### src/rtl/sdb_pkg.sv
// Package with the register map, field layouts and types of the serial data unit.
package sdb_pkg;
  // Byte addresses of the registers on the plain register port.
  localparam logic [31:0] ADDR_DATA = 32'h0008_8384;
  localparam logic [31:0] ADDR_SEQ = 32'h0008_8388;
  localparam logic [31:0] ADDR_CTRL = 32'h0008_8390;
  localparam logic [31:0] ADDR_STAT = 32'h0008_8394;
  localparam logic [31:0] ADDR_DCTL = 32'h0008_8398;
  localparam logic [31:0] ADDR_SSTAT = 32'h0008_839C;
  // Bit positions inside the status register.
  localparam int SB_OVR = 0;
  localparam int SB_PER = 3;
  localparam int SB_MODE_FAULT_FLAG = 2;
  // Positions of the pins inside the synchroniser vector.
  localparam int PIN_SCK = 0;
  localparam int PIN_MOSI = 1;
  localparam int PIN_MISO = 2;
  localparam int PIN_SSEL = 3;
  // Control register layout, top bit downward, as it sits in the word.
  typedef struct packed {
    logic [4:0] len_m1; // Data length minus one, bits 12:8.
    logic pad; // Bit 7, reads as zero.
    logic pol; // Select polarity, 1 is active high.
    logic astop; // Clock auto-stop in master mode.
    logic par; // Parity enable.
    logic txonly; // Transmit-only operation.
    logic mode_fault_detect_enable; // Mode-fault detection enable.
    logic master_select; // Master select.
    logic en; // Unit enable.
  } sdb_ctrl_t;
  // Data control register layout.
  typedef struct packed {
    logic lw; // Longword access select, bit 5.
    logic rd_src; // Read source, 1 reads the transmit side, bit 4.
    logic [1:0] pad; // Bits 3:2, read as zero.
    logic [1:0] fc; // Frame count minus one, bits 1:0.
  } sdb_dctl_t;
  // Reset values and writable masks.
  localparam sdb_ctrl_t CTRL_RST = 13'h0700;
  localparam logic [12:0] CTRL_WMASK = 13'h1F7F;
  localparam sdb_dctl_t DCTL_RST = 6'h00;
  localparam logic [5:0] DCTL_WMASK = 6'h33;
  localparam logic [3:0] OE_RST = 4'hF;
  localparam logic [31:0] WORD_MASK = 32'h0000_FFFF;
  localparam logic [31:0] ALL_ONES = 32'hFFFF_FFFF;
  // States of the frame engine.
  typedef enum logic [1:0] {
    S_IDLE = 2'b00,
    S_SHIFT = 2'b01,
    S_DELAY = 2'b10
  } sdb_state_t;
endpackage : sdb_pkg

### src/rtl/sdb_unit.sv
// Status flags, four-stage data buffers and frame engine of the serial data unit.
// Notes on behaviour
// - Active flag drops when disabled or master idle.
// - Master sets mode fault on select going active.
// - Slave sets mode fault on early select negation.
// - Select active level follows the polarity bit.
// - Error flags clear by read then write zero.
// - Parity error at full-duplex frame end sets flag.
// - Transmit empty set when disabled or last loaded.
// - Transmit empty clears after frame-count writes.
// - Data writes ignored while transmit empty is low.
// - Receive full set after frame-count stores, not overrun.
// - Receive full clears once all frames read.
// - Four transmit and four receive 32-bit stages.
// - Overrun leaves the receive buffer unchanged.
// - Unused upper receive bits copy transmit bits.
// - Data sits LSB-aligned in both directions.
// - Write pointer cycles over frame-count stages.
// - Enable rising resets write and read pointers.
// - Read source selects; writes always go transmit.
// - Receive reads advance the read pointer cyclically.
// - Transmit reads return last write or zero.
// - Master walks command pointer; slave stays zero.
// - Full-duplex frame end with receive full sets overrun.
// - Master with clock auto-stop never overruns.
//
// Decided for this implementation: the plain strobed port.
`timescale 1ns/1ps
`default_nettype none
module sdb_unit #(
  parameter logic [7:0] HALF_PERIOD = 8'h04, // Cycles per half serial clock in master mode.
  parameter logic [7:0] NEXT_DELAY = 8'h02 // Cycles of next-access delay after a master frame.
) (
  input wire logic I_CLOCK,
  input wire logic I_RESET,
  input wire logic [31:0] I_ADDR,
  input wire logic [31:0] I_WDATA,
  input wire logic I_WRITE,
  input wire logic I_READ,
  output logic [31:0] O_RDATA,
  input wire logic I_SERIAL_CLOCK,
  output logic O_SERIAL_CLOCK,
  output logic O_SERIAL_CLOCK_OE_N,
  input wire logic I_MOSI,
  output logic O_MOSI,
  output logic O_MOSI_OE_N,
  input wire logic I_MISO,
  output logic O_MISO,
  output logic O_MISO_OE_N,
  input wire logic I_SLAVE_SELECT,
  output logic O_SLAVE_SELECT,
  output logic O_SLAVE_SELECT_OE_N
);

  // Software-visible configuration.
  sdb_pkg::sdb_ctrl_t ctrl_q; // Control register.
  sdb_pkg::sdb_dctl_t dctl_q; // Data control register.
  logic [2:0] sln_q; // Sequence length field.
  // Buffer stages and their pointers.
  logic [31:0] tx_stage_q [4]; // Transmit stages.
  logic [31:0] rx_stage_q [4]; // Receive stages.
  logic [1:0] tx_wr_ptr_q, tx_rd_ptr_q, rx_wr_ptr_q, rx_rd_ptr_q;
  logic [31:0] last_wr_q; // Most recently written transmit value.
  // Status flags.
  logic tx_empty_q, rx_full_q, active_q;
  logic [2:0] err_q; // Parity, mode fault and overrun, high to low.
  logic [2:0] seen_q; // Error flags seen as one by a status read.
  // Frame engine.
  sdb_pkg::sdb_state_t state_q, state_d;
  logic [5:0] cnt_q; // Bits sampled in the current frame.
  logic [7:0] div_q, dly_q; // Clock divider and delay counter.
  logic sck_q, out_q, ssel_q;
  logic [31:0] tx_word_q, rx_sh_q;
  logic [2:0] cp_q; // Command pointer.
  logic [3:0] oe_n_q; // Select, miso, mosi and clock enables.
  logic [31:0] rdata_q;
  // Synchronisers for the pins.
  logic [3:0] sy1_q, sy2_q;
  logic [1:0] sy3_q; // Select and clock one stage later, for edges.

  // Picks one transmitted bit: data MSB first, then the parity bit.
  function automatic logic bit_at(input logic [31:0] w, input logic [5:0] k,
                                  input logic [4:0] m1, input logic pb);
    logic r;
    r = pb;
    if (k <= {1'b0, m1}) begin
      r = w[m1 - k[4:0]];
    end
    return r;
  endfunction : bit_at

  // Next stage in the cyclic order set by the frame count.
  function automatic logic [1:0] nxt(input logic [1:0] p, input logic [1:0] fc);
    return (p == fc) ? 2'h0 : p + 2'h1;
  endfunction : nxt

  // Register decode.
  wire en = ctrl_q.en;
  wire master = ctrl_q.master_select;
  wire [1:0] fc = dctl_q.fc;
  wire wr_data = I_WRITE && (I_ADDR == sdb_pkg::ADDR_DATA);
  wire rd_data = I_READ && (I_ADDR == sdb_pkg::ADDR_DATA);
  wire wr_ctrl = I_WRITE && (I_ADDR == sdb_pkg::ADDR_CTRL);
  wire wr_stat = I_WRITE && (I_ADDR == sdb_pkg::ADDR_STAT);
  wire rd_stat = I_READ && (I_ADDR == sdb_pkg::ADDR_STAT);
  wire wr_dctl = I_WRITE && (I_ADDR == sdb_pkg::ADDR_DCTL);
  wire wr_seq = I_WRITE && (I_ADDR == sdb_pkg::ADDR_SEQ);
  // Word mode keeps only the low half of the data word.
  wire [31:0] dmask = dctl_q.lw ? sdb_pkg::ALL_ONES : sdb_pkg::WORD_MASK;
  wire [31:0] wdata_eff = I_WDATA & dmask;
  // Writes land only while the transmit side is empty.
  wire tx_accept = wr_data && tx_empty_q;
  wire rx_take = rd_data && !dctl_q.rd_src;
  // Enable cannot be raised while a mode fault stands.
  wire en_wr = I_WDATA[0] && (en || !err_q[1]);
  wire en_rise = wr_ctrl && en_wr && !en;

  // Select level, edges and the engine's sample and shift events.
  wire ss_act = sy2_q[sdb_pkg::PIN_SSEL] ~^ ctrl_q.pol;
  wire ss_prev = sy3_q[1] ~^ ctrl_q.pol;
  wire ss_rise = ss_act && !ss_prev;
  wire s_rise = sy2_q[sdb_pkg::PIN_SCK] && !sy3_q[0];
  wire s_fall = !sy2_q[sdb_pkg::PIN_SCK] && sy3_q[0];
  wire tick = (div_q == HALF_PERIOD - 8'h01);
  wire shifting = (state_q == sdb_pkg::S_SHIFT);
  wire sample = shifting && (master ? (tick && !sck_q) : s_rise);
  wire shift_ev = shifting && (master ? (tick && sck_q) : s_fall);
  wire in_bit = master ? sy2_q[sdb_pkg::PIN_MISO] : sy2_q[sdb_pkg::PIN_MOSI];
  wire [5:0] total = {1'b0, ctrl_q.len_m1} + 6'h01 + {5'h00, ctrl_q.par};
  wire frame_done = sample && (cnt_q == total - 6'h01);
  wire [31:0] len_mask = sdb_pkg::ALL_ONES >> (5'h1F - ctrl_q.len_m1);

  // Frame starts; the master holds off while auto-stop waits for a read.
  wire m_start = en && master && !tx_empty_q && !(ctrl_q.astop && rx_full_q);
  // A slave frame starts only as the select turns active, so a select held past the
  // last bit neither fetches the next word early nor faults on its later release.
  wire s_start = en && !master && ss_rise;
  wire start = (state_q == sdb_pkg::S_IDLE) && (m_start || s_start);
  wire load = start && !tx_empty_q;
  wire [31:0] word_d = load ? tx_stage_q[tx_rd_ptr_q] : tx_word_q;
  wire tx_par = ^(tx_word_q & len_mask);
  wire out_d = start ? bit_at(word_d, 6'h00, ctrl_q.len_m1, ^(word_d & len_mask)) :
               shift_ev ? bit_at(tx_word_q, cnt_q, ctrl_q.len_m1, tx_par) : out_q;

  // Receive path: data bits shift in, the parity bit is only checked.
  wire rx_data_bit = (cnt_q <= {1'b0, ctrl_q.len_m1});
  wire [31:0] rx_sh_nx = rx_data_bit ? {rx_sh_q[30:0], in_bit} : rx_sh_q;
  // Upper bits come from the frame's own transmit word.
  wire [31:0] rx_word = (tx_word_q & ~len_mask) | (rx_sh_nx & len_mask);
  wire rx_end = frame_done && !ctrl_q.txonly;
  wire ovr_set = rx_end && rx_full_q && !(master && ctrl_q.astop);
  wire store = rx_end && !rx_full_q && !err_q[0];
  wire per_set = rx_end && ctrl_q.par && (^rx_sh_q ^ in_bit);

  // Mode faults in both roles.
  wire mode_fault_flag_m = en && master && ctrl_q.mode_fault_detect_enable && ss_rise;
  wire abort = en && !master && ctrl_q.mode_fault_detect_enable && shifting && !ss_act;
  wire [2:0] err_set = {per_set, mode_fault_flag_m || abort, ovr_set};
  // A zero written to a flag seen as one clears it; a one does nothing.
  wire [2:0] wr_zero = ~{I_WDATA[sdb_pkg::SB_PER], I_WDATA[sdb_pkg::SB_MODE_FAULT_FLAG],
                         I_WDATA[sdb_pkg::SB_OVR]};
  wire [2:0] err_clr = {3{wr_stat}} & wr_zero & seen_q;
  wire [2:0] err_d = err_set | (err_q & ~err_clr);

  // Master next-access delay and the command pointer walk.
  wire delay_end = (state_q == sdb_pkg::S_DELAY) && (dly_q == NEXT_DELAY - 8'h01);
  wire [2:0] cp_d = (!en || !master) ? 3'h0 :
                    delay_end ? ((cp_q == sln_q) ? 3'h0 : cp_q + 3'h1) : cp_q;
  wire active_d = en && (!master || !(tx_empty_q && cp_q == 3'h0 &&
                  state_q == sdb_pkg::S_IDLE));

  // Read data selection; unmapped addresses read as zero.
  wire [31:0] tx_view = tx_empty_q ? last_wr_q : 32'h0000_0000;
  wire [31:0] data_view = (dctl_q.rd_src ? tx_view : rx_stage_q[rx_rd_ptr_q]) & dmask;
  wire [7:0] stat_view = {rx_full_q, 1'b0, tx_empty_q, 1'b0, err_q[2], err_q[1],
                          active_q, err_q[0]};
  wire [31:0] rd_mux = (I_ADDR == sdb_pkg::ADDR_DATA) ? data_view :
                       (I_ADDR == sdb_pkg::ADDR_SEQ) ? {29'h0, sln_q} :
                       (I_ADDR == sdb_pkg::ADDR_CTRL) ? {19'h0, ctrl_q} :
                       (I_ADDR == sdb_pkg::ADDR_STAT) ? {24'h0, stat_view} :
                       (I_ADDR == sdb_pkg::ADDR_DCTL) ? {26'h0, dctl_q} :
                       (I_ADDR == sdb_pkg::ADDR_SSTAT) ? {29'h0, cp_q} : 32'h0000_0000;

  // The engine state machine: idle, shifting a frame, next-access delay.
  always_comb begin
    state_d = state_q;
    case (state_q)
      sdb_pkg::S_IDLE: begin
        if (start) begin
          state_d = sdb_pkg::S_SHIFT;
        end
      end
      sdb_pkg::S_SHIFT: begin
        if (!en || abort) begin
          state_d = sdb_pkg::S_IDLE; // Disabled or cut short by the select.
        end else if (frame_done) begin
          state_d = master ? sdb_pkg::S_DELAY : sdb_pkg::S_IDLE;
        end
      end
      sdb_pkg::S_DELAY: begin
        if (!en || delay_end) begin
          state_d = sdb_pkg::S_IDLE;
        end
      end
      default: begin
        state_d = sdb_pkg::S_IDLE;
      end
    endcase
  end

  // Two-stage synchronisers; the second stage is looked at, and a third gives select and clock edges.
  always_ff @(posedge I_CLOCK) begin
    if (I_RESET) begin
      sy1_q <= 4'h0;
      sy2_q <= 4'h0;
      sy3_q <= 2'h0;
    end else begin
      sy1_q <= {I_SLAVE_SELECT, I_MISO, I_MOSI, I_SERIAL_CLOCK};
      sy2_q <= sy1_q;
      sy3_q <= {sy2_q[sdb_pkg::PIN_SSEL], sy2_q[sdb_pkg::PIN_SCK]};
    end
  end

  // Engine counters, serial clock and shift registers.
  always_ff @(posedge I_CLOCK) begin
    if (I_RESET) begin
      state_q <= sdb_pkg::S_IDLE;
      cnt_q <= 6'h00;
      div_q <= 8'h00;
      dly_q <= 8'h00;
      sck_q <= 1'b0;
      out_q <= 1'b0;
      tx_word_q <= 32'h0000_0000;
      rx_sh_q <= 32'h0000_0000;
      cp_q <= 3'h0;
    end else begin
      state_q <= state_d;
      cnt_q <= start ? 6'h00 : (sample ? cnt_q + 6'h01 : cnt_q);
      div_q <= (shifting && master && !tick) ? div_q + 8'h01 : 8'h00;
      dly_q <= (state_q == sdb_pkg::S_DELAY) ? dly_q + 8'h01 : 8'h00;
      // The last bit still gets its rise; the clock drops once the frame has left shifting.
      sck_q <= (shifting && master) ? (sck_q ^ tick) : 1'b0;
      out_q <= out_d;
      tx_word_q <= word_d;
      rx_sh_q <= start ? 32'h0000_0000 : (sample ? rx_sh_nx : rx_sh_q);
      cp_q <= cp_d;
    end
  end

  // Buffer stages; eight words behind one data address.
  always_ff @(posedge I_CLOCK) begin
    if (I_RESET) begin
      for (int i = 0; i < 4; i++) begin
        tx_stage_q[i] <= 32'h0000_0000;
        rx_stage_q[i] <= 32'h0000_0000;
      end
      last_wr_q <= 32'h0000_0000;
    end else begin
      if (tx_accept) begin
        tx_stage_q[tx_wr_ptr_q] <= wdata_eff;
        last_wr_q <= wdata_eff;
      end
      if (store) begin
        rx_stage_q[rx_wr_ptr_q] <= rx_word;
      end
    end
  end

  // Stage pointers; a fresh enable starts every pointer at stage 0.
  always_ff @(posedge I_CLOCK) begin
    if (I_RESET || en_rise) begin
      tx_wr_ptr_q <= 2'h0;
      tx_rd_ptr_q <= 2'h0;
      rx_wr_ptr_q <= 2'h0;
      rx_rd_ptr_q <= 2'h0;
    end else begin
      if (tx_accept) begin
        tx_wr_ptr_q <= nxt(tx_wr_ptr_q, fc);
      end
      if (load) begin
        tx_rd_ptr_q <= nxt(tx_rd_ptr_q, fc);
      end
      if (store) begin
        rx_wr_ptr_q <= nxt(rx_wr_ptr_q, fc);
      end
      if (rx_take) begin
        rx_rd_ptr_q <= nxt(rx_rd_ptr_q, fc);
      end
    end
  end

  // Status flags.
  always_ff @(posedge I_CLOCK) begin
    if (I_RESET) begin
      tx_empty_q <= 1'b1;
      rx_full_q <= 1'b0;
      active_q <= 1'b0;
      err_q <= 3'h0;
      seen_q <= 3'h0;
    end else begin
      if (!en || (load && tx_rd_ptr_q == fc)) begin
        tx_empty_q <= 1'b1;
      end else if (tx_accept && tx_wr_ptr_q == fc) begin
        tx_empty_q <= 1'b0;
      end
      if (store && rx_wr_ptr_q == fc) begin
        rx_full_q <= 1'b1;
      end else if (rx_take && rx_full_q && rx_rd_ptr_q == fc) begin
        rx_full_q <= 1'b0;
      end
      active_q <= active_d;
      err_q <= err_d;
      seen_q <= rd_stat ? err_q : (wr_stat ? 3'h0 : seen_q);
    end
  end

  // Configuration registers.
  always_ff @(posedge I_CLOCK) begin
    if (I_RESET) begin
      ctrl_q <= sdb_pkg::CTRL_RST;
      dctl_q <= sdb_pkg::DCTL_RST;
      sln_q <= 3'h0;
    end else begin
      if (wr_ctrl) begin
        ctrl_q <= (I_WDATA[12:0] & sdb_pkg::CTRL_WMASK & 13'h1FFE) | {12'h000, en_wr};
      end
      if (wr_dctl) begin
        dctl_q <= I_WDATA[5:0] & sdb_pkg::DCTL_WMASK;
      end
      if (wr_seq) begin
        sln_q <= I_WDATA[2:0];
      end
    end
  end

  // Read data, select output and pin enables; enables are low while driving.
  always_ff @(posedge I_CLOCK) begin
    if (I_RESET) begin
      rdata_q <= 32'h0000_0000;
      ssel_q <= 1'b1;
      oe_n_q <= sdb_pkg::OE_RST;
    end else begin
      rdata_q <= I_READ ? rd_mux : 32'h0000_0000;
      ssel_q <= ctrl_q.pol ^ !shifting;
      oe_n_q <= {!(en && master && !ctrl_q.mode_fault_detect_enable), !(en && !master && ss_act),
                 !(en && master), !(en && master)};
    end
  end

  assign O_RDATA = rdata_q;
  assign O_SERIAL_CLOCK = sck_q;
  assign O_MOSI = out_q;
  assign O_MISO = out_q;
  assign O_SLAVE_SELECT = ssel_q;
  assign O_SERIAL_CLOCK_OE_N = oe_n_q[0];
  assign O_MOSI_OE_N = oe_n_q[1];
  assign O_MISO_OE_N = oe_n_q[2];
  assign O_SLAVE_SELECT_OE_N = oe_n_q[3];
endmodule : sdb_unit
`default_nettype wire

### config.mk
export PLATFORM = sky130hd
export DESIGN_NAME = sdb_unit
export DESIGN_NICKNAME = d
export VERILOG_FILES = /design/src/rtl/sdb_pkg.sv /design/src/rtl/sdb_unit.sv
export SDC_FILE = /design/constraint.sdc
export NUM_CORES = 1
export LEC_CHECK = 0
export ABC_AREA = 1
export ABC_CLOCK_PERIOD_IN_PS = 15150
export BUFFER_PORTS_ARGS = -buffer_cell sky130_fd_sc_hd__buf_2
export CAP_MARGIN = 20
export CORE_AREA = 5 5 233 235
export DETAILED_ROUTE_END_ITERATION = 8
export DIE_AREA = 0 0 238 240
export GPL_TIMING_DRIVEN = 0
export PLACE_DENSITY = 0.7
export SYNTH_ARGS = -nofsm -noshare
export SYNTH_HDL_FRONTEND = slang
export SYNTH_SLANG_ARGS = --single-unit
### constraint.sdc
create_clock -name I_CLOCK -period 15.15 [get_ports I_CLOCK]
set_input_delay 3.03 -clock I_CLOCK [delete_from_list [all_inputs] [get_ports I_CLOCK]]
set_output_delay 3.03 -clock I_CLOCK [all_outputs]
set_load 0.02 [all_outputs]
==> summary.txt, run 1 <==
Die
  • Die Span X: 238 µm
  • Total Die Area: 0.0571 mm²
  • Std cell rows: 84
  • Die Ht: 240 µm
  • Core Region: 0.0520 mm²
  • Effective utilization at floorplan: 0.444
  • Boundary pin count: 112

Min path
  • Hold Path Origin: sy1_q[1]
  • Tightest Hold Check Type: reg2reg

Route
  • Vias/cell: 5.49
  • Overall routed net length: 74.4 mm
  • Post-route antenna net violation count: 0
  • Iteration count of the initial detailed-routing pass: 6
  • Number of DRC markers in iteration 0: 2688
  • Via count: 20.7k
  • Detailed-route wire length per cell: 19.7 µm
  • DRC Markers: 0

STA
  • Relative slew slack: 0.256
  • Layout Skew: 0.0262 ns
  • Actual transition at the worst max-transition pin: 1.12 ns
  • Aggregate negative setup slack: 0 ns
  • Final critical-path required period: 5.47 ns
  • Final setup viols: 0
  • Final Cycle Share: 0.361
  • Final-report hold violation count: 0
  • Fin. max-slew vios: 0
  • Setup repair after global routing missed its margin: no
  • Fmax: 183 MHz
  • Worst hold slack: 0.396 ns

CTS
  • Clock network latency to the later pin of the worst-skew pair: 0.61 ns
  • Clock root buffer master: clkbuf_16
  • Number of clock sinks: 467
  • Number of buffers on the longest clock path: 3
  • Hold_buf cts: 0
  • Post-cts gate resize count: 0
  • Num CTS Buffers: 49
  • CTS tree: built
  • H-tree levels: 2
  • Clock transition at the registers of the reported paths: 0.06 ns
  • Number of buffers added for setup after CTS: 0

Yosys
  • Most common flop cell mapped by yosys: edfxtp_1
  • Area of the mapped netlist: 0.0231 mm²
  • Sequential-to-total area share from yosys stat: 0.516
  • Number of distinct standard cells referenced by the synthesized netlist: 56
  • Mean Syn Cell Area: 8.01 µm²
  • Number of nets produced by synthesis: 2972
  • Top cell types by occurrence after synthesis: nand2_1 (637), nor2_1 (383), inv_1 (361), edfxtp_1 (256), nand3_1 (250)
  • Leading cell types by total area after synthesis: edfxtp_1 (33%), dfxtp_1 (18%), nand2_1 (10%)
  • Register bit count reported by yosys: 467
  • Synthesis warning total: 0
  • Post-synthesis cell type with the largest combined area: edfxtp_1
  • Count of mapped cells out of synthesis: 2880
  • Area fraction of the dominant cell type after synthesis: 0.333
  • Count of flip-flops with a built-in enable after synthesis: 256
  • Cell with the most instances after synthesis: nand2_1
  • Asr flop ratio synth: 0

Setup path
  • Worst Path Arrival: 5.76 ns
  • Startpoint types: input pin
  • Launch point of the worst path: I_ADDR[11]
  • Launch instance of the worst register-to-register path: div_q[0]
  • Worst endpoint required time: 15.44 ns
  • Top fanout value on the critical path: 17
  • Nature of the critical path endpoint: flop
  • Register-to-register path setup slack: 10.77 ns
  • Category of the critical setup timing path: in2reg

Global routing
  • Grt met3 use: 0.0491
  • Via count of the first global-routing pass: 19.3k
  • Global route overflow: 0
  • First-pass GRT wire length: 112 mm
  • Total routing resource utilization after global routing: 0.253
  • Met1 track demand over resource: 0.354
  • Met2 demand-to-capacity share in global routing: 0.394
  • Number of antenna violations at the first check in global routing: 2
  • Busiest metal layer after global routing: met2
  • Largest net degree at the start of global routing: 33

Power and ir drop
  • Worst VDD drop: 100 µV
  • Switching power: 0.000582 W
  • Power Dens Cells: 101 mW/mm²
  • Clock share of power: 0.460
  • Internal Dissipation: 0.00208 W
  • Static Leakage: 10.8 nW
  • Sequential group share of total power: 0.512
  • Fraction of power spent switching nets: 0.219
  • Combinational share of power: 0.028

Placed design
  • Half-perimeter wire length after detailed placement: 54.3 mm
  • Final weighted congestion of routability-driven global placement: 1.01
  • IO buf count: 111

Flow run
  • Max-cap violation count: 0

Final layout
  • Share of layout cells above drive strength 1: 0.101
  • Area growth from synthesis to layout: 14.0%
  • Final net count: 3141
  • Antenna cell count: 0

Outcome
  • Run status: complete, no violations
-- per-layer routing --
layer	part of all wire	vias up
met3	0.11	191
met4	0.039	2
met5	0.000094	-
met2	0.44	1134
met1	0.41	9646
li1	-	9767
-- stage by stage --
step	setup WS, ns	cells	power (W)	util	area [µm²]
after floorplan	8.15	2880	0.00143	-	23100
after global placement	5.90	3679	0.00146	0.471	24500
after detailed placement	9.12	3686	0.00146	0.474	24700
after CTS	9.71	3778	0.00266	0.505	26300
after global routing	9.50	3778	0.00272	0.505	26300
final	9.68	3778	0.00266	0.505	26300
-- state kept, by name, indices dropped and copies added (netlist names), 3 cells and up, named ones only --
register,cells
rx_stage_q,128
tx_stage_q,128
O_RDATA,32
last_wr_q,32
rx_sh_q,32
tx_word_q,32
ctrl_q,10
div_q,8
dly_q,8
cnt_q,6
sy1_q,4
sy2_q,4
cp_q,3
err_q,3
oe_n_q,3
seen_q,3
sln_q,3
-- layout by cell type, fill, tap and decap left out, types with 7 or more instances in the layout --
master     netlist  routed
a21oi_1        136     136
buf_1           13      13
buf_2           20     131
buf_4            7       7
buf_6            7       7
clkbuf_1        88     100
clkbuf_16        0      52
clkbuf_8         0      12
clkinv_2         0       9
dfxtp_1        211     211
edfxtp_1       256     256
ha_1            19      19
inv_1          361     361
inv_2            7       7
nand2_1        637     634
nand2_2         12      15
nand3_1        250     250
nand4_1         38      38
nor2_1         383     383
nor3_1          23      23
nor3_2          30      30
o211ai_1        15      15
o21ai_0        221     219
o22ai_1         16      16
xnor2_1         33      33
xor2_1          20      20
-- final timing paths --
path	endpoint	depth (start not counted)
max	tx_stage_q[3][1]	10
min	sy2_q[1]	2
max reg2reg	rx_stage_q[2][23]	15
min reg2reg	sy2_q[1]	2
-- power by group through the flow --
| stage | Combinational [W] | Sequential [W] | Clock [W] |
|---|---|---|---|
| 2_1_floorplan | 0.0000345 | 0.00139 | 0 |
| 3_3_place_gp | 0.0000676 | 0.00139 | 0 |
| 3_5_place_dp | 0.0000731 | 0.00139 | 0 |
| 4_1_cts | 0.0000733 | 0.00136 | 0.00122 |
| 5_1_grt | 0.0000800 | 0.00137 | 0.00128 |
| 6_report | 0.0000746 | 0.00136 | 0.00122 |
-- cell families after synthesis --
group | Yosys count | synth area share
and+or+nand+nor | 1408 | 0.265
xor gates and xnor gates | 53 | 0.0201
DFF | 467 | 0.516
adders and majority gates | 20 | 0.0112
AOI/OAI and AO/OA | 420 | 0.0979
muxes | 6 | 0.00287
buffers and inverters | 506 | 0.0869
-- worst max-delay path, stage by stage --
cell and delay (ns):
buf_2 0.10, nor3_1 0.20, nand3_1 0.17, inv_1 0.10
nand3_1 0.07, nor2_1 0.12, nand3_1 0.40, clkbuf_1 0.39
o31ai_4 0.87, buf_8 0.28
-- layout make-up --
type	count	area, µm²
clock buffer	76	1510
buffer	135	611
multi-input combinational	1907	9230
clock inverter	16	108
sequential	467	11900
tap	688	861
inverter	371	1400
fill	4977	25700
timing repair buffer	118	671
(Power assumes the default switching activity.)
==> run 2, diff against run 1 <==
ABC_CLOCK_PERIOD_IN_PS = 4600   (was 15150)
PLACE_DENSITY = 0.72   (was 0.7)
clock period = 4.6 ns   (was 15.15 ns; I/O delays follow)
==> run 2 against run 1 <==
Utilization grew 0.15 points; global-route usage shrank 0.16 points; flip-flop and latch count is the same; clock power grew to 3.3 times the previous value; critical path depth grew 5; register-to-register slack lost 10 ns; count of clock-buffer cells in the layout shrank 12; largest cell class unchanged; worst hold slack lost 0.0018 ns; critical endpoint is now rx_stage_q[2][12].
==> summary.txt, run 2 (synthesized netlist as in run 1, its figures left out) <==
Die
  • Total Die Area: 0.0571 mm² (unchanged)
  • Die Ht: 240 µm (unchanged)
  • Effective utilization at floorplan: 0.444 (unchanged)
  • Core Region: 0.0520 mm² (unchanged)
  • Boundary pin count: 112 (unchanged)
  • Die Span X: 238 µm (unchanged)
  • Std cell rows: 84 (unchanged)

Final layout
  • Biggest registers after layout: rx_stage_q (128), tx_stage_q (128) (unchanged)
  • Number of filler cells placed in the layout: 4920 (was 4977)
  • Final core utilization: 0.507 (was 0.505)
  • Final net count: 3141 (unchanged)
  • Share of layout cells above drive strength 1: 0.101 (about the same)
  • Final standard cell area without fillers: 0.0264 mm² (was 0.0263 mm²)
  • Commonest cells after routing, fill and taps aside: nand2_1 (634), nor2_1 (383), inv_1 (361), edfxtp_1 (256), nand3_1 (250) (unchanged)
  • Area growth from synthesis to layout: 14.3% (was 14.0%)
  • Most frequent standard cell in the layout excluding fill and tap cells: nand2_1 (unchanged)

Placed design
  • Placement-stage cell area: 0.0248 mm² (was 0.0247 mm²)
  • Worst Setup Slack post-DPL: 0.279 ns (was 9.12 ns)
  • IO buf count: 111 (unchanged)
  • Half-perimeter wire length after detailed placement: 54.2 mm (was 54.3 mm)
  • Final weighted congestion of routability-driven global placement: 1.00 (was 1.01)

Setup path
  • Worst Path Arrival: 4.25 ns (was 5.76 ns)
  • Nature of the critical path endpoint: flop (unchanged)
  • Launch instance of the worst register-to-register path: div_q[0] (unchanged)
  • Depth of the worst register-to-register path: 15 (unchanged)
  • Category of the critical setup timing path: reg2reg (was in2reg)
  • Register-to-register path setup slack: 0.57 ns (was 10.77 ns)
  • Top fanout value on the critical path: 32 (was 17)
  • Endpoint of the worst-slack reg-to-reg timing path: rx_stage_q[2][12] (was rx_stage_q[2][23])
  • Startpoint types: flop (was input pin)
  • Worst endpoint required time: 4.83 ns (was 15.44 ns)

STA
  • Fmax: 248 MHz
  • Setup repair after global routing missed its margin: no (unchanged)
  • Layout Skew: 0.0226 ns (was 0.0262 ns)
  • Crit path setup slack, layout: 0.572 ns (was 9.68 ns)
  • Final setup viols: 0 (unchanged)
  • Final critical-path required period: 4.03 ns
  • Final-report hold violation count: 0 (unchanged)
  • Fin. max-slew vios: 0 (unchanged)
  • Worst hold slack: 0.394 ns (was 0.396 ns)
  • Relative slew slack: 0.277 (was 0.256)
  • Actual transition at the worst max-transition pin: 1.09 ns (was 1.12 ns)
  • Final Cycle Share: 0.876

Power and ir drop
  • Power Dens Cells: 333 mW/mm² (was 101 mW/mm²)
  • Tot Pwr: 0.00878 W (was 0.00266 W)
  • Worst VDD drop: 267 µV (was 100 µV)
  • Static Leakage: 10.8 nW (about the same)

Min path
  • Hold path depth: 2 (unchanged)
  • Tightest Hold Check Type: reg2reg (unchanged)
  • Hold Path Origin: sy1_q[1] (unchanged)
  • Worst Hold Path EP: sy2_q[1] (unchanged)

CTS
  • Hold_buf cts: 0 (unchanged)
  • Post-cts gate resize count: 0 (unchanged)
  • Number of buffers added for setup after CTS: 0 (unchanged)
  • H-tree levels: 2 (unchanged)
  • Clock transition at the registers of the reported paths: 0.06 ns (about the same)
  • Clock network latency to the later pin of the worst-skew pair: 0.60 ns (was 0.61 ns)
  • Clock root buffer master: clkbuf_16 (unchanged)
  • Num CTS Buffers: 48 (was 49)
  • Number of buffers on the longest clock path: 3 (unchanged)
  • CTS tree: built (unchanged)
  • Number of clock sinks: 467 (unchanged)

Route
  • Vias/cell: 5.51 (was 5.49)
  • Post-route antenna net violation count: 0 (unchanged)
  • Overall routed net length: 74.1 mm (was 74.4 mm)
  • Detailed-route wire length per cell: 19.6 µm (was 19.7 µm)
  • DRC Markers: 0 (unchanged)
  • Via count: 20.8k (was 20.7k)
  • Iteration count of the initial detailed-routing pass: 6 (unchanged)
  • Number of DRC markers in iteration 0: 2633 (was 2688)

Global routing
  • Number of antenna violations at the first check in global routing: 2 (unchanged)
  • First-pass GRT wire length: 111 mm (was 112 mm)
  • Global route overflow: 0 (unchanged)
  • Via count of the first global-routing pass: 19.5k (was 19.3k)
  • Largest net degree at the start of global routing: 33 (unchanged)
  • Total routing resource utilization after global routing: 0.252 (was 0.253)

Outcome
  • Run status: complete, no violations (unchanged)

Flow run
  • Max-cap violation count: 0 (unchanged)
run 2: cell count changes in the layout (fill, tap and decap cells not counted), sizes merged:
cell and delta:
buf +1, bufinv +4, clkbuf -12, clkinv +1
clkinvlp +4, diode +1
run 2: routing by layer:
metal | track usage | vias up | part of all wire
met4 | 0.102 | 2 | 0.045
li1 | - | 9756 | -
met3 | 0.0565 | 220 | 0.11
met2 | 0.394 | 1189 | 0.44
met5 | 0 | - | 0.00015
met1 | 0.342 | 9662 | 0.40
run 2: power by group:
group / switching (W) / leakage (nW) / internal, W
logic: 0.000180 / 5.71 / 0.0000764
registers: 0.0000224 / 4.33 / 0.00447
clock network: 0.00170 / 0.779 / 0.00234
total: 0.00190 / 10.8 / 0.00688
run 2: worst max path at each step:
stage | from | to | slack (ns) | cells after the start
after global routing | div_q[0] | rx_stage_q[2][19] | 0.23 | 15
after detailed placement | div_q[0] | rx_stage_q[2][8] | 0.28 | 15
after CTS | div_q[0] | rx_stage_q[2][15] | 0.25 | 15
after floorplan | div_q[0] | rx_stage_q[1][0] | -0.30 | 12
final | div_q[0] | rx_stage_q[2][12] | 0.57 | 15
after global placement | div_q[0] | rx_stage_q[3][16] | -2.66 | 12
run 2: layout make-up:
type                       count  area (µm²)  share of cell area
antenna                        1        2.50           0.0000949
buffer                       135         611              0.0232
clock buffer                  64        1340              0.0509
clock inverter                25         268              0.0102
inverter                     371        1400              0.0529
multi-input combinational   1907        9240               0.350
sequential                   467       11900               0.452
tap                          688         861              0.0326
timing repair buffer         119         743              0.0282
run 2: metrics by stage:
| step | std cells | TNS [ns] |
|---|---|---|
| floorplan | 2880 | -19.44 |
| global placement | 3679 | -253.75 |
| detailed placement | 3687 | 0 |
| CTS | 3776 | 0 |
| global route | 3776 | 0 |
| finish | 3777 | 0 |
run 2: critical path: stages (launching register included):
cell	delay (ns)
dfxtp_1	0.35
ha_1	0.22
nand2_1	0.07
nor4_1	0.43
ha_1	0.25
nor2_1	0.04
nor2_1	0.08
nand2_1	0.21
nor3_2	0.30
nand3_2	0.16
nor3_4	0.34
inv_2	0.18
nor2_8	0.18
nand3_4	0.17
buf_4	0.25
nand2_4	0.41
